`src/common/ssg_pkg.sv`:
```
package ssg_pkg;

  // ---------------------------------------------------------------------
  // Register map
  // ---------------------------------------------------------------------
  // Printed offsets are not all multiples of four: they are indices.
  localparam logic [7:0] IDX_CRC_CONTROL  = 8'h03;
  localparam logic [7:0] IDX_TARGET_ADDR  = 8'h08;
  localparam logic [7:0] IDX_TARGET_ALIAS = 8'h09;
  localparam logic [7:0] IDX_CRC_LOW      = 8'h0a;
  localparam logic [7:0] IDX_CRC_HIGH     = 8'h0b;
  localparam logic [7:0] IDX_STATUS       = 8'h0c;
  localparam logic [7:0] IDX_OUT_CONFIG   = 8'h0d;
  localparam logic [7:0] IDX_IRQ_STATUS   = 8'h20;
  localparam logic [7:0] IDX_IRQ_ENABLE   = 8'h21;
  localparam logic [7:0] IDX_IRQ_CLEAR    = 8'h22;

  // ---------------------------------------------------------------------
  // Fields and reset values
  // ---------------------------------------------------------------------
  localparam int          CRC_RESET_BIT     = 5;
  localparam logic [7:0]  ALIAS_RESET       = 8'h00;
  localparam logic [7:0]  TARGET_RESET      = 8'h00;
  localparam logic [7:0]  OUT_CONFIG_RESET  = 8'h55;
  localparam logic [7:0]  OUT_CONFIG_WMASK  = 8'hdd;
  localparam logic [15:0] CRC_COUNT_MAX     = 16'hffff;
  // Revision code value is arbitrary.
  localparam logic [2:0]  REVISION_CODE     = 3'h5;
  localparam int          IRQ_BITS          = 4;

  // Interrupt events: far-end CRC error, self-test CRC error,
  // lock lost, link lost.
  typedef struct packed {
    logic link_lost;
    logic lock_lost;
    logic selftest_crc;
    logic far_crc;
  } ssg_irq_t;

  typedef struct packed {
    logic       valid;
    logic [6:0] address;
    logic       read;
  } ssg_i2c_req_t;

endpackage

```
`src/core/ssg_regs.sv`:
```
`timescale 1ns/100ps
// Overview of operation
// - Alias in bits 7:1 selects I2C transactions for the remote target.
// - Alias of zero forwards nothing to the remote target.
// - Forwarded transaction carries stored target address instead of alias.
// - Count low byte read-only at 0x0A, reset to zero.
// - Count high byte read-only at 0x0B, sixteen bits with low byte.
// - Status bits 7:5 read a fixed revision code.
// - Status bit 4 reads back-channel receiver lock.
// - Status bit 3 reads one after self-test CRC errors.
// - Status bit 2 reads valid pixel clock detect.
// - Status bit 1 sets on far-end CRC error and stays set.
// - Far-end flag clears on link loss or CRC reset control 0x03[5].
// - Status bit 0 reads cable link detected, zero on faults.
// - Enabled, local, not remote output drives its local value bit.
// - Remote bit set: output driven from remote deserializer value.
// - Clearing remote bit stops remote control of the output.
// - Enable bit set enables pin, cleared gives high impedance.
module ssg_regs (
  input  wire logic                 pclk,
  input  wire logic                 presetn,
  input  wire logic                 psel,
  input  wire logic                 penable,
  input  wire logic                 pwrite,
  input  wire logic [9:0]           paddr,
  input  wire logic [31:0]          pwdata,
  output logic      [31:0]          prdata,
  output logic                      pready,
  output logic                      pslverr,
  input  wire ssg_pkg::ssg_i2c_req_t i2c_in,
  output ssg_pkg::ssg_i2c_req_t      remote_req,
  input  wire logic                 backchannel_crc_error,
  input  wire logic                 selftest_mode,
  input  wire logic                 rx_locked,
  input  wire logic                 pixel_clock_valid,
  input  wire logic                 link_detected,
  input  wire logic [1:0]           remote_out_value,
  output logic      [1:0]           out_pin,
  output logic      [1:0]           out_pin_oe,
  output logic                      irq
);

  // -----------------------------------------------------------------------
  // Bus decode
  // -----------------------------------------------------------------------
  wire        access   = psel && penable;
  wire [7:0]  index    = paddr[9:2];
  wire        wr       = access && pwrite;
  wire        wr_ctl   = wr && index == ssg_pkg::IDX_CRC_CONTROL;
  wire        wr_tgt   = wr && index == ssg_pkg::IDX_TARGET_ADDR;
  wire        wr_alias = wr && index == ssg_pkg::IDX_TARGET_ALIAS;
  wire        wr_cfg   = wr && index == ssg_pkg::IDX_OUT_CONFIG;
  wire        wr_ien   = wr && index == ssg_pkg::IDX_IRQ_ENABLE;
  wire        wr_iclr  = wr && index == ssg_pkg::IDX_IRQ_CLEAR;
  wire        known    = index == ssg_pkg::IDX_CRC_CONTROL
                      || index == ssg_pkg::IDX_TARGET_ADDR
                      || index == ssg_pkg::IDX_TARGET_ALIAS
                      || index == ssg_pkg::IDX_CRC_LOW
                      || index == ssg_pkg::IDX_CRC_HIGH
                      || index == ssg_pkg::IDX_STATUS
                      || index == ssg_pkg::IDX_OUT_CONFIG
                      || index == ssg_pkg::IDX_IRQ_STATUS
                      || index == ssg_pkg::IDX_IRQ_ENABLE
                      || index == ssg_pkg::IDX_IRQ_CLEAR;

  assign pready  = 1'b1;
  assign pslverr = access && !known;

  // -----------------------------------------------------------------------
  // Stored registers
  // -----------------------------------------------------------------------
  logic [7:0]  crc_control;
  logic [7:0]  target_addr;
  logic [7:0]  target_alias;
  logic [7:0]  out_config;
  logic [15:0] crc_count;
  logic        far_crc_flag;
  logic        selftest_flag;
  logic [3:0]  irq_status;
  logic [3:0]  irq_enable;
  logic        lock_q;
  logic        link_q;

  // The reset control is a plain stored bit; the count stays held at zero
  // while software leaves it set, but a CRC error in that time still sets the flags.
  wire crc_reset = crc_control[ssg_pkg::CRC_RESET_BIT];

  always_ff @(posedge pclk or negedge presetn) begin
    if (!presetn) begin
      crc_control  <= 8'h00;
      target_addr  <= ssg_pkg::TARGET_RESET;
      target_alias <= ssg_pkg::ALIAS_RESET;
      out_config   <= ssg_pkg::OUT_CONFIG_RESET;
      irq_enable   <= 4'h0;
    end else begin
      if (wr_ctl)
        crc_control <= pwdata[7:0];
      if (wr_tgt)
        target_addr <= pwdata[7:0];
      if (wr_alias)
        target_alias <= pwdata[7:0];
      if (wr_cfg)
        out_config <= pwdata[7:0] & ssg_pkg::OUT_CONFIG_WMASK;
      if (wr_ien)
        irq_enable <= pwdata[3:0];
    end
  end

  // -----------------------------------------------------------------------
  // Error counting and flags
  // -----------------------------------------------------------------------
  wire count_ev  = backchannel_crc_error && !selftest_mode;
  wire far_clear = crc_reset || !link_detected;
  wire [15:0] next_crc_count =
    crc_reset ? 16'h0000 :
    (count_ev && crc_count != ssg_pkg::CRC_COUNT_MAX) ?
      16'(crc_count + 16'h0001) : crc_count;

  ssg_pkg::ssg_irq_t events;
  assign events.far_crc      = backchannel_crc_error && link_detected;
  assign events.selftest_crc = backchannel_crc_error && selftest_mode;
  assign events.lock_lost    = lock_q && !rx_locked;
  assign events.link_lost    = link_q && !link_detected;

  always_ff @(posedge pclk or negedge presetn) begin
    if (!presetn) begin
      crc_count     <= 16'h0000;
      far_crc_flag  <= 1'b0;
      selftest_flag <= 1'b0;
      lock_q        <= 1'b0;
      link_q        <= 1'b0;
    end else begin
      crc_count <= next_crc_count;
      if (events.far_crc)
        far_crc_flag <= 1'b1;
      else if (far_clear)
        far_crc_flag <= 1'b0;
      if (events.selftest_crc)
        selftest_flag <= 1'b1;
      else if (crc_reset)
        selftest_flag <= 1'b0;
      lock_q <= rx_locked;
      link_q <= link_detected;
    end
  end

  // -----------------------------------------------------------------------
  // Interrupts
  // -----------------------------------------------------------------------
  wire [3:0] ev_vec         = events;
  wire [3:0] next_irq_status =
    ev_vec | (irq_status & ~(wr_iclr ? pwdata[3:0] : 4'h0));

  always_ff @(posedge pclk or negedge presetn) begin
    if (!presetn)
      irq_status <= 4'h0;
    else
      irq_status <= next_irq_status;
  end

  assign irq = |(irq_status & irq_enable);

  // -----------------------------------------------------------------------
  // Status and read data
  // -----------------------------------------------------------------------
  // status layout
  wire [7:0] status = {ssg_pkg::REVISION_CODE, rx_locked, selftest_flag,
                       pixel_clock_valid, far_crc_flag, link_detected};

  logic [7:0] rd_byte;
  always_comb begin
    rd_byte = 8'h00;
    case (index)
      ssg_pkg::IDX_CRC_CONTROL:  rd_byte = crc_control;
      ssg_pkg::IDX_TARGET_ADDR:  rd_byte = target_addr;
      ssg_pkg::IDX_TARGET_ALIAS: rd_byte = target_alias;
      ssg_pkg::IDX_CRC_LOW:      rd_byte = crc_count[7:0];
      ssg_pkg::IDX_CRC_HIGH:     rd_byte = crc_count[15:8];
      ssg_pkg::IDX_STATUS:       rd_byte = status;
      ssg_pkg::IDX_OUT_CONFIG:   rd_byte = out_config;
      ssg_pkg::IDX_IRQ_STATUS:   rd_byte = {4'h0, irq_status};
      ssg_pkg::IDX_IRQ_ENABLE:   rd_byte = {4'h0, irq_enable};
      default:                   rd_byte = 8'h00;
    endcase
  end

  assign prdata = {24'h000000, rd_byte};

  // -----------------------------------------------------------------------
  // Remote target remap
  // -----------------------------------------------------------------------
  // alias match
  wire alias_hit = i2c_in.valid && target_alias[7:1] != 7'h00
                && i2c_in.address == target_alias[7:1];

  always_ff @(posedge pclk or negedge presetn) begin
    if (!presetn)
      remote_req <= '0;
    else begin
      remote_req.valid   <= alias_hit;
      remote_req.address <= alias_hit ? target_addr[7:1] : 7'h00;
      remote_req.read    <= alias_hit && i2c_in.read;
    end
  end

  // -----------------------------------------------------------------------
  // Output pins
  // -----------------------------------------------------------------------
  genvar g;
  generate
    for (g = 0; g < 2; g++) begin : gen_out
      wire en     = out_config[4*g];
      wire remote = out_config[4*g+2];
      wire local_v = out_config[4*g+3];
      always_ff @(posedge pclk or negedge presetn) begin
        if (!presetn) begin
          out_pin[g]    <= 1'b0;
          out_pin_oe[g] <= 1'b0;
        end else begin
          out_pin_oe[g] <= en;
          out_pin[g]    <= remote ? remote_out_value[g] : local_v;
        end
      end
    end
  endgenerate

  // -----------------------------------------------------------------------
  // Checks
  // -----------------------------------------------------------------------
  // zero alias
  AST_ZERO_ALIAS: assert property (@(posedge pclk) disable iff (!presetn)
    target_alias[7:1] == 7'h00 |=> !remote_req.valid)
    else $error("Forwarded with zero alias.");
  AST_REMAP: assert property (@(posedge pclk) disable iff (!presetn)
    alias_hit |=> remote_req.valid &&
      remote_req.address == $past(target_addr[7:1]))
    else $error("Remapped address wrong.");
  AST_MATCH: assert property (@(posedge pclk) disable iff (!presetn)
    remote_req.valid |-> $past(i2c_in.address) == $past(target_alias[7:1]))
    else $error("Forward without alias match.");
  AST_COUNT: assert property (@(posedge pclk) disable iff (!presetn)
    count_ev && !crc_reset && crc_count != 16'hffff
    |=> crc_count == $past(crc_count) + 16'h0001)
    else $error("Count did not step.");
  AST_SAT: assert property (@(posedge pclk) disable iff (!presetn)
    crc_count == 16'hffff && !crc_reset |=> crc_count == 16'hffff)
    else $error("Count wrapped.");
  AST_CNT_CLR: assert property (@(posedge pclk) disable iff (!presetn)
    crc_reset |=> crc_count == 16'h0000)
    else $error("Count not cleared.");
  AST_FAR_SET: assert property (@(posedge pclk) disable iff (!presetn)
    events.far_crc |=> status[1])
    else $error("Far-end flag not set.");
  AST_FAR_CLR: assert property (@(posedge pclk) disable iff (!presetn)
    !link_detected && !events.far_crc |=> !far_crc_flag)
    else $error("Flag held after link loss.");
  AST_STATUS: assert property (@(posedge pclk) disable iff (!presetn)
    status[4] == rx_locked && status[2] == pixel_clock_valid
    && status[0] == link_detected && status[7:5] == 3'h5)
    else $error("Status bits wrong.");
  AST_PIN: assert property (@(posedge pclk) disable iff (!presetn)
    out_config[0] && !out_config[2] |=> out_pin_oe[0]
    && out_pin[0] == $past(out_config[3]))
    else $error("Local drive wrong.");
  AST_TRI: assert property (@(posedge pclk) disable iff (!presetn)
    !out_config[4] |=> !out_pin_oe[1])
    else $error("Pin not tri-stated.");
  AST_RO: assert property (@(posedge pclk) disable iff (!presetn)
    wr && index == ssg_pkg::IDX_CRC_HIGH && !count_ev && !crc_reset
    |=> $stable(crc_count))
    else $error("Count written by bus.");
  AST_REV: assert property (@(posedge pclk) disable iff (!presetn)
    status[7:5] == ssg_pkg::REVISION_CODE)
    else $error("Revision field wrong.");

  AST_SELFTEST_SET: assert property (@(posedge pclk) disable iff (!presetn)
    events.selftest_crc |=> status[3])
    else $error("Self-test flag not set.");

  AST_PIXEL: assert property (@(posedge pclk) disable iff (!presetn)
    status[2] == pixel_clock_valid)
    else $error("Pixel clock bit wrong.");

  AST_LINK: assert property (@(posedge pclk) disable iff (!presetn)
    status[0] == link_detected)
    else $error("Link bit wrong.");

  AST_FAR_HOLD: assert property (@(posedge pclk) disable iff (!presetn)
    far_crc_flag && !far_clear |=> far_crc_flag)
    else $error("Far-end flag dropped without a clear.");

  AST_IRQ_SET: assert property (@(posedge pclk) disable iff (!presetn)
    events.far_crc |=> irq_status[0])
    else $error("Interrupt status not set.");

  AST_LOW_BYTE: assert property (@(posedge pclk) disable iff (!presetn)
    index == ssg_pkg::IDX_CRC_LOW |-> rd_byte == crc_count[7:0])
    else $error("Low count byte misread.");

  AST_HIGH_BYTE: assert property (@(posedge pclk) disable iff (!presetn)
    index == ssg_pkg::IDX_CRC_HIGH |-> rd_byte == crc_count[15:8])
    else $error("High count byte misread.");

  AST_REMOTE: assert property (@(posedge pclk) disable iff (!presetn)
    out_config[2] |=> out_pin[0] == $past(remote_out_value[0]))
    else $error("Remote drive wrong.");

  AST_LOCAL1: assert property (@(posedge pclk) disable iff (!presetn)
    !out_config[6] |=> out_pin[1] == $past(out_config[7]))
    else $error("Remote still drives the pin.");

  AST_EN0: assert property (@(posedge pclk) disable iff (!presetn)
    out_config[0] |=> out_pin_oe[0])
    else $error("Pin not enabled.");

  // A self-test error also lands in the far-end flag while the link is up;
  // only the running count keeps self-test errors out.
  COV_SELFTEST: cover property (@(posedge pclk) events.selftest_crc);
  COV_FWD: cover property (@(posedge pclk) remote_req.valid);
  COV_SAT: cover property (@(posedge pclk) crc_count == 16'hffff);
  COV_IRQ: cover property (@(posedge pclk) irq);
  COV_REM: cover property (@(posedge pclk) out_config[2] && out_pin_oe[0]);

endmodule // ssg_regs

```
`config.mk`:
```
export PLATFORM = sky130hd
export DESIGN_NAME = ssg_regs
export DESIGN_NICKNAME = d
export VERILOG_FILES = /design/src/common/ssg_pkg.sv /design/src/core/ssg_regs.sv
export SDC_FILE = /design/constraint.sdc
export NUM_CORES = 1
export LEC_CHECK = 0
export ABC_AREA = 1
export BUFFER_PORTS_ARGS = -buffer_cell sky130_fd_sc_hd__buf_2
export CORE_ASPECT_RATIO = 2
export CORE_MARGIN = 5
export CORE_UTILIZATION = 48
export CTS_CLUSTER_SIZE = 8
export DETAILED_ROUTE_END_ITERATION = 10
export GPL_TIMING_DRIVEN = 0
export PLACE_DENSITY = 0.8
export SYNTH_ARGS = -nofsm -noshare
export SYNTH_HDL_FRONTEND = slang
export SYNTH_SLANG_ARGS = --single-unit
export TNS_END_PERCENT = 50
```
`constraint.sdc`:
```
create_clock -name pclk -period 1.7 [get_ports pclk]
set_clock_uncertainty 0.1 [all_clocks]
set_input_delay 0.255 -clock pclk [delete_from_list [all_inputs] [get_ports pclk]]
set_output_delay 0.255 -clock pclk [all_outputs]
set_load 0.02 [all_outputs]
```
==> metrics.cfg, run 1 <==
[route]
drt_iter0_drc = 397
dr.pass1.iters = 6
wl_mm = 13.1
antenna_left = 0
avgViaCountPerCell = 5.40
num_vias = 4295
drc_errors = 0
wl_per_cell_um = 16.5

[yosys]
ys_types = 36
synth_fa_ha_area_frac = 0.00303
synthXorXnorAreaFrac = 0.0149
yosys.area_share.simple = 0.362
ys_ff_latch = 71
netlist_area_um2 = 4130
ys_warn_count = 0
yosysSeqAreaShare = 0.432
synth-compound-area-share = 0.0704
synth_mux_area_frac = 0.00546
syn_avg_cell_area_um2 = 7.43
synthCells = 555
synth_top_family_by_area = simple AND/OR/NAND/NOR gates

[global_routing]
overflow = 0
grt_max_degree = 72
antenna_found_initial = 0
gr-usage-all-layers = 0.256
grt_pass1_wl_mm = 20.4
grt_pass1_vias = 4302

[worst_setup_path]
r2r_slack_ns = 0.02
rr_startpoint = crc_count[0]
r2r-end = crc_count[11]
criticalPathCategory = input pin to output pin
start_kind = input pin
required_ns = 1.34
worstPathMaxFanout = 5
cp-end-kind = output pin
r2r_cells = 10
cp.arrival_ns = 1.47

[sta]
slew_headroom = 0.397
tightest_slew_ns = 0.904
finalMaxSlewViolations = 0
finalHoldViolCount = 0
setup_violations = 8
fmax_mhz = 549
rsz0062_at_grt = yes
fin_crit_sh = 1.07
period_minus_slack_ns = 1.82
holdWs_ns = 0.0255
worst_slack_ns = -0.123

[pwr]
power_density_nw_per_um2 = 783
vdd_ir_drop_max_v = 0.000570
p_leak_uw = 0.00292

[die]
die_area_um2 = 10700
core-area_um2 = 8530
num_rows = 48
die_w_um = 75.6
die-height_um = 141
start_util = 0.484
io_pins = 111

[min_path]
worstHoldEndpoint = remote_req[0]
hold_class = input pin to flop
min_from = i2c_in[0]
hold_depth = 3

[final_layout]
drive_above_1_share = 0.357
final_cell_area_um2 = 5660
areaGrowthSynthToFinish_pct = 37.3
final_cell_mix = nand2_1 (154), buf_4 (58), dfrtp_1 (55)
fill_cells = 697
layout_commonest_cell = nand2_1
fin_nets = 754
antennaDiodeCount = 0

[clocking]
numCtsBuffers = 9
clock_latency_ns = 0.33
cts-root-buf = clkbuf_16
ctsHtreeMaxLevel = 3
clock_path_buffers = 2
clock_sinks = 71
cts_tree = built
path_clk_slew_ns = 0.05

[flow_run]
cap_violations = 0

[placement]
placed_cell_area_um2 = 4630
dp_hpwl_mm = 9.07
portBuffers = 59
place.gp.congestion = 0.979

[outcome]
status = finished with violations
violations = setup timing

## layout make-up
class / instances / area, um2 / area share
multi-input cells: 415 / 2190 / 0.387
flip-flops and latches: 71 / 1800 / 0.317
repair buffers: 101 / 758 / 0.134
plain buffers: 35 / 262 / 0.0462
clock buffers: 12 / 246 / 0.0435
inverters: 57 / 236 / 0.0418
well taps: 100 / 125 / 0.0221
clock inverters: 4 / 45.0 / 0.00795
## kinds of logic (layout without fill, tap and decap cells)
kind of cell,after synthesis,after routing
simple gates,330,330
buf+inv,92,209
flops,71,71
compound gates,50,50
xor+xnor,7,7
other cells,2,25
mux,2,2
fa+ha+maj,1,1
## power by group
| group | internal (uW) | switching, uW |
|---|---|---|
| logic | 308 | 428 |
| registers | 1770 | 86.1 |
| clock network | 1170 | 679 |
## timing repair
item,4_1_cts,5_1_grt
endpoints found under the setup margin,25,25
pin swaps,25,25
endpoints found under the hold margin,68,0
gates resized for setup,85,46
buffers inserted,34,7
hold buffers,3,0
gates cloned,2,0
## synth_stat cells, drive strengths merged
library cell	count	area (um2)
a211oi	1	7.51
and3	1	6.26
buf	32	231
clkbuf	3	11.3
clkinv	1	3.75
conb	2	7.51
dfrtp	67	1680
dfstp	4	105
ha	1	12.5
inv	56	210
mux2	2	22.5
nand2	182	703
nand3	46	235
nand4	24	150
nor2	65	315
nor2b	1	6.26
nor3	7	51.3
o21ai	46	260
o21bai	2	15.0
o31ai	1	7.51
or2	4	25.0
xnor2	1	8.76
xor2	6	52.6
## layer usage
metal,up-vias,part of all wire,track usage
met3,86,0.060,0.0557
met5,-,0,0
met2,203,0.53,0.435
li1,1994,-,-
met4,0,0.084,0.207
met1,2012,0.32,0.251
## critical path, cell delays in order
cell and delay [ns]:
buf_2 0.16, inv_1 0.08, nand2_1 0.13, nor2_4 0.17, nand2_1 0.12, o21ai_1 0.19, nor2_1 0.07, nand3_1 0.14
buf_6 0.14
## worst max-delay path by stage
stage	from	end	slack (ns)	depth (start not counted)
floorplan	crc_count[0]	crc_count[10]	0.04	9
global placement	paddr[3]	prdata[3]	-0.33	8
detailed placement	paddr[9]	prdata[1]	-0.36	9
CTS	crc_count[11]	prdata[3]	-0.06	5
global route	paddr[2]	prdata[0]	-0.14	9
finish	paddr[2]	prdata[0]	-0.12	9
## flip-flops by register name (all words and copies together) (netlist names)
name,count
crc_control,8
crc_count,16
far_crc_flag,1
irq_enable,4
irq_status,4
link_q,1
lock_q,1
out_config,6
out_pin,2
out_pin_oe,2
remote_req,9
selftest_flag,1
target_addr,8
target_alias,8
## stage by stage
stage	setup TNS [ns]	power [uW]	setup slack, ns	instances	util
after floorplan	0	2180	0.0386	578	-
after global placement	-9.43	2340	-0.330	737	0.543
after detailed placement	-7.96	2360	-0.359	737	0.543
after CTS	-0.201	4390	-0.0581	791	0.646
after global routing	-1.33	4600	-0.142	795	0.664
final	-0.310	4430	-0.123	795	0.664
Power figures use the tool's default switching activity.
==> inputs of run 2 (changes only) <==
--- a/config.mk
+++ b/config.mk
@@ -13,6 +13,7 @@
 export CTS_CLUSTER_SIZE = 8
 export DETAILED_ROUTE_END_ITERATION = 10
 export GPL_TIMING_DRIVEN = 0
+export HOLD_SLACK_MARGIN = 0.15
 export PLACE_DENSITY = 0.8
 export SYNTH_ARGS = -nofsm -noshare
 export SYNTH_HDL_FRONTEND = slang
==> run 2 against run 1 <==
  * The flow still finishes with violations (setup timing)
  * Sequential share of layout area fell by 0.37 points
  * Critical endpoint unchanged
  * Via count decreased by 0.21%
  * Die area unchanged
  * Critical path type unchanged
  * Maximum frequency rose by 2.4%
  * Worst hold slack improved by 0.13 ns
  * Count of clock-buffer cells in the layout unchanged
  * Cell count increased by 0.88%
  * Total power up 0.34%
  * Global-route usage up 0.30 points
  * Largest power group unchanged
  * Setup slack improved by 0.043 ns
==> metrics.cfg, run 2 (synthesis gave the netlist of run 1 again) <==
[route]
antenna_left = 0  ; unchanged
dr.pass1.iters = 5  ; -1
drt_iter0_drc = 365  ; -8.1%
avgViaCountPerCell = 5.34  ; -1.1%
wl_per_cell_um = 16.3  ; -1.2%
wl_mm = 13.1  ; -0.34%
drc_errors = 0  ; unchanged
num_vias = 4286  ; -0.21%

[pwr]
vdd_ir_drop_max_v = 0.000565  ; -0.79%
finalPower_uw = 4450  ; +0.34%
power_density_nw_per_um2 = 776  ; -0.84%
p_leak_uw = 0.00295  ; +1.1%

[worst_setup_path]
cpPeakStageDelay_ns = 0.16  ; -0.03 ns
cp.arrival_ns = 1.43  ; -0.04 ns
cp_cell_sequence = buf_2 > inv_1 > nand2_1 > nor2_4 > nand2_1 > o21ai_1 > nor2_1 > nand3_1 > buf_6
required_ns = 1.34  ; about the same
cp.buffers_inverters = 3  ; unchanged
cp_common_cell = nand2_1
worstPathMaxFanout = 5  ; unchanged
start_kind = input pin
critical_path.top_delay_family = simple AND/OR/NAND/NOR gates
crit_slowest_cell = buf_2
criticalPathCategory = input pin to output pin
cp-end-kind = output pin

[sta]
rsz0062_at_grt = yes
setup_violations = 8  ; unchanged
fin_crit_sh = 1.05  ; -0.0251
fmax_mhz = 562  ; +2.4%
finalMaxSlewViolations = 0  ; unchanged
worst_slack_ns = -0.0803  ; +0.0427 ns
slew_headroom = 0.394  ; -0.00329
finalHoldViolCount = 0  ; unchanged
period_minus_slack_ns = 1.78  ; -0.0427 ns
tightest_slew_ns = 0.909  ; +0.00493 ns

[global_routing]
overflow = 0  ; unchanged
grt_pass1_vias = 4361  ; +1.4%
gr-usage-all-layers = 0.259  ; +0.00299
grt_max_degree = 72  ; unchanged
antenna_found_initial = 0  ; unchanged
grt_pass1_wl_mm = 20.7  ; +1.5%

[die]
core-area_um2 = 8530  ; unchanged
num_rows = 48  ; unchanged
io_pins = 111  ; unchanged
die_area_um2 = 10700  ; unchanged
die_w_um = 75.6  ; unchanged
die-height_um = 141  ; unchanged
start_util = 0.484  ; unchanged

[clocking]
clock_latency_ns = 0.34  ; about the same
cts-root-buf = clkbuf_16
numCtsBuffers = 9  ; unchanged
clock_sinks = 71  ; unchanged
path_clk_slew_ns = 0.05  ; about the same
cts_tree = built
ctsHtreeMaxLevel = 3  ; unchanged
clock_path_buffers = 2  ; unchanged

[final_layout]
largest_register_ffs = 16  ; unchanged
drive_above_1_share = 0.350  ; -0.00641
top_register = crc_count
fin_cells = 802  ; +0.88%
areaGrowthSynthToFinish_pct = 38.9
antennaDiodeCount = 0  ; unchanged
fill_cells = 697  ; unchanged
layout_commonest_cell = nand2_1
reg.largest.list = crc_count: 16 flops, remote_req: 9 flops
fin_nets = 761  ; +0.93%
final_cell_mix = nand2_1 (154), buf_4 (59), dfrtp_1 (55)

[min_path]
hold_class = input pin to flop

[placement]
place.gp.congestion = 0.979  ; unchanged
portBuffers = 59  ; unchanged
dp_hpwl_mm = 9.07  ; unchanged
placed_cells = 737  ; unchanged

[flow_run]
cap_violations = 0  ; unchanged

[outcome]
status = finished with violations
violations = setup timing

==> run 2: worst paths after layout <==
check                         startpoint             end  slack, ns  cells after the start
max in group asynchronous        presetn   crc_count[14]       0.35                      2
setup reg to reg            crc_count[0]   crc_count[11]          0                     10
hold / removal                 pwdata[7]  crc_control[7]       0.15                      3
setup / recovery                paddr[2]       prdata[0]      -0.08                      9
min in group asynchronous        presetn          link_q       0.48                      2
hold reg to reg            out_config[4]   out_pin_oe[1]       0.32                      0
==> run 2: power by group <==
part           switching, uW  internal (uW)  total (uW)
Combinational            430            319         749
Clock                    683           1170        1850
Sequential              84.9           1770        1850
==> run 2: routing by layer <==
| layer | global-route usage | wire, um | up-vias |
|---|---|---|---|
| met3 | 0.0564 | 699 | 80 |
| met4 | 0.208 | 1050 | 0 |
| met5 | 0 | 0 | - |
| li1 | - | - | 2014 |
| met1 | 0.254 | 4340 | 2002 |
| met2 | 0.440 | 7000 | 190 |
==> run 2: cell type report <==
cell class                 count  area (um2)  area share
buffer                        35         262      0.0456
clock buffer                  12         246      0.0430
clock inverter                 4        45.0     0.00786
inverter                      57         236      0.0413
multi-input combinational    415        2190       0.382
sequential                    71        1800       0.314
tap                          100         125      0.0218
timing repair buffer         108         828       0.145
==> run 2: metrics by stage <==
stage	TNS, ns	hold WS, ns	worst slack, ns	util	instance area [um2]
global placement	-9.43	0.309	-0.330	0.543	4630
global route	-1.46	0.177	-0.134	0.672	5730
floorplan	0	-0.141	0.0386	-	4210
CTS	-0.201	0.151	-0.0581	0.654	5580
finish	-0.268	0.153	-0.0803	0.672	5730
detailed placement	-7.96	0.310	-0.359	0.543	4630
==> run 2: repair_timing <==
action | in CTS | in global routing
endpoints found under the setup margin | 25 | 25
gates cloned | 2 | 0
gates resized for setup | 85 | 44
setup buffers | 34 | 7
hold buffers | 10 | 0
hold endpoints to repair | 81 | 0
pin swaps | 25 | 25
==> run 2: tightest hold or removal path: stages <==
cell	delay [ns]
buf_2	0.07
inv_1	0.09
o21ai_2	0.14
